$ cat src/pkg/fsf_pkg.sv
// Shared constants for the first-in-first-out status flag block.
`default_nettype none

package fsf_pkg;

  // ---------------------------------------------------------------------------
  // Register bus geometry and register byte offsets
  // ---------------------------------------------------------------------------
  localparam int          ADDR_W        = 12;
  localparam int          DATA_W        = 32;
  localparam logic [11:0] REG_CTRL      = 12'h000;
  localparam logic [11:0] REG_FULL_OFS  = 12'h004;
  localparam logic [11:0] REG_EMPTY_OFS = 12'h008;
  localparam logic [11:0] REG_LEVEL     = 12'h00C;
  localparam logic [11:0] REG_FLAGS     = 12'h010;

  // ---------------------------------------------------------------------------
  // Field positions
  // ---------------------------------------------------------------------------
  localparam int CTRL_FIRST_WORD_THROUGH_MODE_BIT  = 0;
  localparam int FLAG_FULL_BIT  = 0;
  localparam int FLAG_EMPTY_BIT = 1;
  localparam int FLAG_AF_BIT    = 2;
  localparam int FLAG_AE_BIT    = 3;
  localparam int FLAG_HALF_BIT  = 4;

  // ---------------------------------------------------------------------------
  // Reset values and sizing
  // ---------------------------------------------------------------------------
  localparam logic        CTRL_FIRST_WORD_THROUGH_MODE_RESET = 1'b0;
  localparam logic [15:0] OFS_SHORT       = 16'h007F;
  localparam logic [15:0] OFS_LONG        = 16'h03FF;
  localparam int          DEF_DEPTH       = 32'h0000_8000;
  localparam int          MIN_DEPTH       = 32'h0000_0800;
  localparam int          MAX_DEPTH       = 32'h0000_8000;

endpackage : fsf_pkg

`default_nettype wire

$ cat src/pkg/fsf_lvl_if.sv
// Carrier between the flag logic and the word level counter.
`default_nettype none

interface fsf_lvl_if #(
  parameter int CW = 16
);
  logic          wr_req;
  logic          rd_req;
  logic [CW-1:0] count;
  logic          full;
  logic          empty;

  modport lvl (
    input  wr_req,
    input  rd_req,
    output count,
    output full,
    output empty
  );

  modport ctl (
    output wr_req,
    output rd_req,
    input  count,
    input  full,
    input  empty
  );
endinterface : fsf_lvl_if

`default_nettype wire

$ cat src/logic/fsf_flags.sv
// Status flag generation with offset registers behind an APB slave.
//
// The APB slave port and the register addresses are this design's own decisions.
`default_nettype none

module fsf_flags #(
  parameter int DEPTH = fsf_pkg::DEF_DEPTH
) (
  input  wire logic                        clk,
  input  wire logic                        rst,
  input  wire logic                        load_select,
  input  wire logic                        wr_req,
  input  wire logic                        rd_req,
  input  wire logic                        psel,
  input  wire logic                        penable,
  input  wire logic                        pwrite,
  input  wire logic [fsf_pkg::ADDR_W-1:0]  paddr,
  input  wire logic [fsf_pkg::DATA_W-1:0]  pwdata,
  output var  logic [fsf_pkg::DATA_W-1:0]  prdata,
  output var  logic                        pready,
  output var  logic                        pslverr,
  output var  logic                        full_flag_n,
  output var  logic                        empty_flag_n,
  output var  logic                        almost_full_flag_n,
  output var  logic                        almost_empty_flag_n,
  output var  logic                        half_level_flag_n
);
  import fsf_pkg::*;

  localparam int CW = $clog2(DEPTH + 1);

  // ---------------------------------------------------------------------------
  // Parameter check
  // ---------------------------------------------------------------------------
  // The long default offset must leave room below half of the capacity.
  if (DEPTH < MIN_DEPTH || DEPTH > MAX_DEPTH) begin : g_bad_depth
    $error("DEPTH outside the supported range");
  end

  function automatic logic above(input logic [CW-1:0] lvl, input int lim);
    return int'(lvl) > lim;
  endfunction

  // ---------------------------------------------------------------------------
  // Level counter
  // ---------------------------------------------------------------------------
  fsf_lvl_if #(.CW(CW)) lv ();

  assign lv.wr_req = wr_req;
  assign lv.rd_req = rd_req;

  fsf_level #(
    .DEPTH (DEPTH),
    .CW    (CW)
  ) u_level (
    .clk (clk),
    .rst (rst),
    .lv  (lv)
  );

  // ---------------------------------------------------------------------------
  // Registers
  // ---------------------------------------------------------------------------
  logic          first_word_through_mode;
  logic [CW-1:0] full_ofs;
  logic [CW-1:0] empty_ofs;

  wire           setup    = psel && !penable;
  wire           wr_fire  = psel && penable && pready && pwrite;
  wire           hit_ctrl = (paddr == REG_CTRL);
  wire           hit_fofs = (paddr == REG_FULL_OFS);
  wire           hit_eofs = (paddr == REG_EMPTY_OFS);
  wire           hit_lvl  = (paddr == REG_LEVEL);
  wire           hit_flg  = (paddr == REG_FLAGS);
  wire           mapped   = hit_ctrl || hit_fofs || hit_eofs || hit_lvl || hit_flg;
  wire [CW-1:0]  def_ofs  = load_select ? CW'(OFS_LONG) : CW'(OFS_SHORT);

  // The reset is synchronous, so the load select level may be caught here.
  always_ff @(posedge clk) begin
    if (rst) begin
      first_word_through_mode <= CTRL_FIRST_WORD_THROUGH_MODE_RESET;
      full_ofs                <= def_ofs;
      empty_ofs               <= def_ofs;
    end else if (wr_fire) begin
      if (hit_ctrl) first_word_through_mode <= pwdata[CTRL_FIRST_WORD_THROUGH_MODE_BIT];
      if (hit_fofs) full_ofs  <= pwdata[CW-1:0];
      if (hit_eofs) empty_ofs <= pwdata[CW-1:0];
    end
  end

  logic [DATA_W-1:0] rd_mux;
  wire  [4:0]        flag_vec = {half_level_flag_n, almost_empty_flag_n, almost_full_flag_n,
                                 empty_flag_n, full_flag_n};

  assign rd_mux = hit_ctrl ? DATA_W'(first_word_through_mode) :
                  hit_fofs ? DATA_W'(full_ofs) :
                  hit_eofs ? DATA_W'(empty_ofs) :
                  hit_lvl  ? DATA_W'(lv.count) :
                  hit_flg  ? DATA_W'(flag_vec) : '0;

  // One wait-free access phase: the answer is set up at the setup edge.
  always_ff @(posedge clk) begin
    if (rst) begin
      pready  <= 1'b0;
      pslverr <= 1'b0;
      prdata  <= '0;
    end else begin
      pready  <= setup;
      pslverr <= setup && !mapped;
      prdata  <= (setup && !pwrite) ? rd_mux : '0;
    end
  end

  // ---------------------------------------------------------------------------
  // Flags
  // ---------------------------------------------------------------------------
  logic next_full_n;
  logic next_empty_n;
  logic next_af_n;
  logic next_ae_n;
  logic next_hf_n;

  assign next_full_n  = first_word_through_mode ? lv.full : !lv.full;
  assign next_empty_n = first_word_through_mode ? lv.empty : !lv.empty;
  assign next_af_n    = !above(lv.count, DEPTH - int'(full_ofs));
  assign next_ae_n    = !(lv.count < empty_ofs);
  assign next_hf_n    = !above(lv.count, DEPTH / 2);

  // Flags idle in the reset state of an empty memory in standard mode.
  always_ff @(posedge clk) begin
    if (rst) begin
      full_flag_n         <= 1'b1;
      empty_flag_n        <= 1'b0;
      almost_full_flag_n  <= 1'b1;
      almost_empty_flag_n <= 1'b0;
      half_level_flag_n   <= 1'b1;
    end else begin
      full_flag_n         <= next_full_n;
      empty_flag_n        <= next_empty_n;
      almost_full_flag_n  <= next_af_n;
      almost_empty_flag_n <= next_ae_n;
      half_level_flag_n   <= next_hf_n;
    end
  end
endmodule // fsf_flags

`default_nettype wire

$ cat src/logic/fsf_level.sv
// Word level counter that accepts writes and reads and reports full and empty.
`default_nettype none

module fsf_level #(
  parameter int DEPTH = fsf_pkg::DEF_DEPTH,
  parameter int CW    = 16
) (
  input  wire logic clk,
  input  wire logic rst,
  fsf_lvl_if.lvl    lv
);
  import fsf_pkg::*;

  // A counter narrower than the capacity would wrap and hide the full state.
  if (CW < $clog2(DEPTH + 1)) begin : g_bad_cw
    $error("CW too narrow for DEPTH");
  end

  // ---------------------------------------------------------------------------
  // Level tracking
  // ---------------------------------------------------------------------------
  localparam logic [CW-1:0] TOP = CW'(DEPTH);

  logic [CW-1:0] count;
  logic [CW-1:0] next_count;
  wire           wr_ok = lv.wr_req && (count != TOP);
  wire           rd_ok = lv.rd_req && (count != '0);

  // A write into a full memory is refused even when a read frees a slot in the
  // same cycle; this keeps the full decision a plain compare.
  assign next_count = (wr_ok && !rd_ok) ? CW'(count + 1'b1) :
                      (rd_ok && !wr_ok) ? CW'(count - 1'b1) : count;

  always_ff @(posedge clk) begin
    if (rst) count <= '0;
    else     count <= next_count;
  end

  assign lv.count = count;
  assign lv.full  = (count == TOP);
  assign lv.empty = (count == '0);
endmodule // fsf_level

`default_nettype wire

$ cat config.mk
export PLATFORM = sky130hd
export DESIGN_NAME = fsf_flags
export DESIGN_NICKNAME = d
export VERILOG_FILES = /design/src/pkg/fsf_pkg.sv /design/src/pkg/fsf_lvl_if.sv /design/src/logic/fsf_flags.sv /design/src/logic/fsf_level.sv
export SDC_FILE = /design/constraint.sdc
export NUM_CORES = 1
export LEC_CHECK = 0
export BUFFER_PORTS_ARGS = -buffer_cell sky130_fd_sc_hd__buf_2
export CAP_MARGIN = 20
export CELL_PAD_IN_SITES_DETAIL_PLACEMENT = 0
export CELL_PAD_IN_SITES_GLOBAL_PLACEMENT = 2
export CORE_AREA = 3 3 121 123
export CTS_BUF_LIST = sky130_fd_sc_hd__clkbuf_8 sky130_fd_sc_hd__clkbuf_16
export DETAILED_ROUTE_END_ITERATION = 7
export DIE_AREA = 0 0 124 126
export PLACE_DENSITY_LB_ADDON = 0.08
export SETUP_SLACK_MARGIN = 0.02
export SLEW_MARGIN = 5
export SYNTH_ARGS = -nofsm -noshare
export SYNTH_HDL_FRONTEND = slang
export SYNTH_SLANG_ARGS = --single-unit
export TNS_END_PERCENT = 20
$ cat constraint.sdc
create_clock -name clk -period 5 [get_ports clk]
set_input_delay 1 -clock clk [delete_from_list [all_inputs] [get_ports clk]]
set_output_delay 1 -clock clk [all_outputs]
set_load 0.03 [all_outputs]
-- After elaboration in Yosys (flattened, before gate mapping)
Cells that the tools add are included.
- add/subtract/negate cells: 3
- multipliers: 0
- div/mod/pow operators: 0
- $lt $le $gt $ge: 3
- equality and inequality tests: 6
- shifts and indexed selects: 0
- mux-type cells: 16
- bitwise gates (word level): 1
- reduce and logical (&&, ||, !) cells: 37
- operators by type and width (cell ; number):
    2-to-1 mux 16 bit ; 11
    equality test 12 x 4 -> 1 bit (second input constant) ; 2
    > comparator 17 bit ; 1
    subtractor 16 x 16 -> 17 bit (first input constant) ; 1
    adder 16 x 1 -> 16 bit (second input constant) ; 1
    equality test 16 bit (second input constant) ; 1
    > comparator 16 x 15 -> 1 bit (second input constant) ; 1
    zero test 16 bit ; 1
    less-than comparator 16 bit ; 1
    != test 16 bit (second input constant) ; 1
    nonzero test 16 bit ; 1
    subtractor 16 x 1 -> 16 bit (second input constant) ; 1
    equality test 12 x 3 -> 1 bit (second input constant) ; 1
    equality test 12 x 5 -> 1 bit (second input constant) ; 1
    zero test 12 bit ; 1
    logical AND 1 bit ; 10
    zero test 1 bit ; 10
    2-to-1 mux 10 bit ; 1
    nonzero test 2 bit ; 4
    AND reduction 2 bit ; 3
    OR reduction 6 bit ; 1
    2-to-1 mux 5 bit ; 1
    logical OR 1 bit ; 4
    2-to-1 mux 1 bit ; 3
    other kinds (3) ; 3
- register bits: 88
- bits in latches: 0
- memory bits (writable): 0
- memory bits (read-only): 0
- bits of input ports: 52
- output and inout bits: 39
- logic and storage cells: 80
- memories kept: 0

-- Logic depth before layout (Yosys ltp)
- word-level depth: 7
- depth in mapped cells: 15
- mapped depth without buffers: 14

-- Hierarchy
A second synthesis with hierarchy kept.
- cells, all modules: 527
- area total of the unflattened synthesis: 4784.6 µm²
- by module, submodules not included (module ; times used ; cells an instance ; area an instance (µm²)):
    fsf_flags ; 1 ; 338 ; 3343.2
    fsf_level ; 1 ; 189 ; 1441.4

-- Worst setup path before layout
Ideal clock, no wire load.
- path type: input -> register
- start: input port paddr[7] (netlist bit)
- end: register empty_ofs[0], enable pin
- library setup time: 0.411 ns
- data arrival time: 3.123 ns
- setup slack: 1.465 ns
- stages on the path: 4
- cells stage by stage: nor4_1 > nand4b_1 > or3_1 > o21ai_0
- cells in the longest elaborated chain, start to end: 3
- RTL lines (element ; RTL line ; text):
    start, declared ; fsf_flags.sv:17 ; input wire logic [fsf_pkg::ADDR_W-1:0] paddr,
    equality test 12 x 4 -> 1 bit ; fsf_flags.sv:72 ; wire hit_eofs = (paddr == REG_EMPTY_OFS);
    nonzero test 2 bit (no source line) ; -- ;
    AND reduction 2 bit (no source line) ; -- ;
    end signal, assigned ; fsf_flags.sv:83 ; empty_ofs <= def_ofs;
    end signal, assigned ; fsf_flags.sv:87 ; if (hit_eofs) empty_ofs <= pwdata[CW-1:0];
    end, declared ; fsf_flags.sv:66 ; logic [CW-1:0] empty_ofs;
No other way between the ends.
A chain may end at the register's enable or synchronous reset.

-- Worst setup path after layout
- start: register u_level.count[6], in the netlist u_level.lv.count[6]
- end: register u_level.count[15], in the netlist u_level.lv.count[15]
- cells in the longest elaborated chain, start to end: 5
- elaborated cells between the ends (all ways): 13
- RTL lines (element ; RTL line ; text):
    start, declared ; fsf_level.sv:24 ; logic [CW-1:0] count;
    start signal, assigned ; fsf_level.sv:36 ; else count <= next_count;
    branches (longest 5 deep; another with subtractor 16 x 1 -> 16 bit) ; -- ;
Several ways; the timed one is not identified. The select of a mux whose other input is x is not followed.

==> metrics <==
status finished clean; clock power share a little over a quarter; DR DRC count 0; All-Layer GR Usage 17.40%; Hold Fails Final Rpt 0; vias approximately 3800; Worst-path clk slew 60 ps; commonest non-fill, non-tap cells in the layout buf_2 (58), ha_1 (47), nand2_1 (44); vias in the first global route around 3900; setup TNS 0 ps; register area share after synthesis about two fifths; die width 124 µm; initial antenna violation count 0; CTS Buf Count 9; Nets 670; ys async rst share 0%; # diodes 0; final setup fails 0; VDD IR max roughly 0.14 mV; FF+latch area roughly 1800 µm²; Final WS setup between 800 and 900 ps; layout cells sized above 1 between 10% and 20%; largest net degree at the start of global routing 42; Multi-input gate area roughly 2600 µm²; EDFF count, synth 32; Setup CP Type flop to flop; vias per cell between 5 and 6; Port-buffer cells 58; pre-CTS setup slack just under 900 ps; power per standard cell area around 500 nW/µm²; Clock Path Buffers 2; H-tree depth 3; global route overflow 0; DR WL/cell 17.01 µm; cell count after synthesis about 510; final period utilization 82.62%; Root Buffer Master clkbuf_16; CTS tree built; area delta synth->final 17.86%; Slew Limit Fails 0; commonest non-fill, non-tap cell in the layout buf_2; Synth cell types 59; RSZ-0062 raised after global routing no; synth warn 0; sequential share of power between 30% and 40%; hold path start first_word_through_mode; Core Footprint 13770 µm²; r2r startpoint u_level.lv.count[6]; Routed Antenna Nets 0; post-CTS sizing 0; Sw Share 38.74%; I/O Pins just over 90; min-delay worst type flop to flop; WHS 557.8 ps; Cell Area, Placed a little over 5000 µm²; cts hold-fix bufs 0; Fmax 0.2421 GHz; Max FO, Critical Path 14; gpl congestion around 0.81; HPWL Detailed roughly 9.5 mm; Total Wirelength ~13 mm; first drt pass iteration count 4; Critical Path RT about 5200 ps; Synth Flop Type dfxtp_1; first-pass GRT wire length approximately 21 mm; Die Span Y between 100 and 150 µm; crit path from u_level.lv.count[6]; Static Leak around 2.4 nW; drt first-iter violations between 150 and 200; Initial Util approximately a third; total power around 0.0027 W; internal cell power 0.001668 W; Worst-Skew Late Latency ~340 ps; Avg Cell Area, Syn between 9 and 10 µm²; maxcap violations 0; slew of the pin with the lowest slew margin 703.7 ps; net switching power around 0.0011 W; Final Skew about 8 ps; CTS sink cnt just over 70; Setup Buffers After CTS 0; Cell Area, Synth roughly 4600 µm²; relative slew slack a little over half; Die ar. about 16000 µm²; Startpoint Class flop; Gate power share between 40% and 50%; row count between 40 and 50; number of fill cells ~1400; number of synthesized register bits 72; Tmin final between 4000 and 5000 ps; CP Capture Type flop; Arrival @ worst endpoint about 4400 ps; final instance area around 5400 µm²
## worst max-delay path, cell delays in order, from the launching register on
cell	delay, ps
dfxtp_1	290
buf_4	160
nor4_1	310
nand4_1	170
or3_1	380
nand2_1	90
ha_1	280
inv_1	330
ha_1	460
nand2_1	150
nor2_1	270
nand4_1	120
o21ai_0	380
mux2i_1	260
mux2_2	340
## layout make-up
class,instances,area share [%]
multi-input combinational,385,48.10
inverter,33,2.280
clock inverter,6,1.635
clock buffer,10,4.605
tap,180,4.145
timing repair buffer,69,6.816
sequential,72,32.42
## worst paths after layout
path	to	slack, ps	depth (start not counted)
worst min-delay path	first_word_through_mode	560	2
worst max register to register	u_level.lv.count[15]	870	14
worst min register to register	first_word_through_mode	560	2
worst max-delay path	u_level.lv.count[15]	870	14
## synthesized netlist by cell type (11+ instances only)
cell type	count	area (µm²)
o21ai_0	36	180.2
ha_1	47	588.1
clkbuf_1	12	45.04
inv_1	32	120.1
or3_1	11	68.82
xnor2_1	12	105.1
nor2_1	39	146.4
buf_4	16	120.1
nand3_1	11	55.05
nor2b_1	13	81.33
nand2_1	44	165.2
edfxtp_1	32	960.9
a22oi_1	12	90.09
xor2_1	12	105.1
dfxtp_1	40	800.8
a21oi_1	27	135.1
## routing by layer
layer	global-route usage [%]	wire length, µm	vias to the layer above
li1	-	-	1937
met1	23.93	6031	1787
met2	27.43	5934	85
met3	2.694	653	15
met4	6.572	227	0
met5	0	0	-
## state kept, by name, indices dropped and copies added, names as in the netlist
register                 count
empty_ofs                   16
full_flag_n                  1
u_level.lv.count            16
first_word_through_mode      1
almost_empty_flag_n          1
full_ofs                    16
pready                       1
prdata                      16
pslverr                      1
almost_full_flag_n           1
half_level_flag_n            1
empty_flag_n                 1
## logic make-up after synthesis
logic type	count (synthesis)	synth area share, %
AND/OR/NAND/NOR	166	18.64
AO/OA/AOI/OAI	125	17.56
flip-flops	72	38.21
buffers and inverters	63	6.432
adder cells (fa/ha/maj)	48	13.19
XOR/XNOR	24	4.559
multiplexers	6	1.330
other	1	0.08133
## power groups by stage
stage	sequential (W)	combinational, W	clock [W]
2_1_floorplan	0.000825	0.000855	0
3_3_place_gp	0.000861	0.00113	0
3_5_place_dp	0.000864	0.00115	0
4_1_cts	0.000852	0.00115	0.000746
5_1_grt	0.000863	0.00133	0.000772
6_report	0.000848	0.00115	0.000725
## metrics by stage
| stage | cells | utilization, % |
|---|---|---|
| 2_1_floorplan | 520 | - |
| 3_3_place_gp | 738 | 36.95 |
| 3_5_place_dp | 738 | 36.95 |
| 4_1_cts | 754 | 39.42 |
| 5_1_grt | 755 | 39.45 |
| 6_report | 755 | 39.45 |
Note: power is estimated with default switching activity, not from simulation.
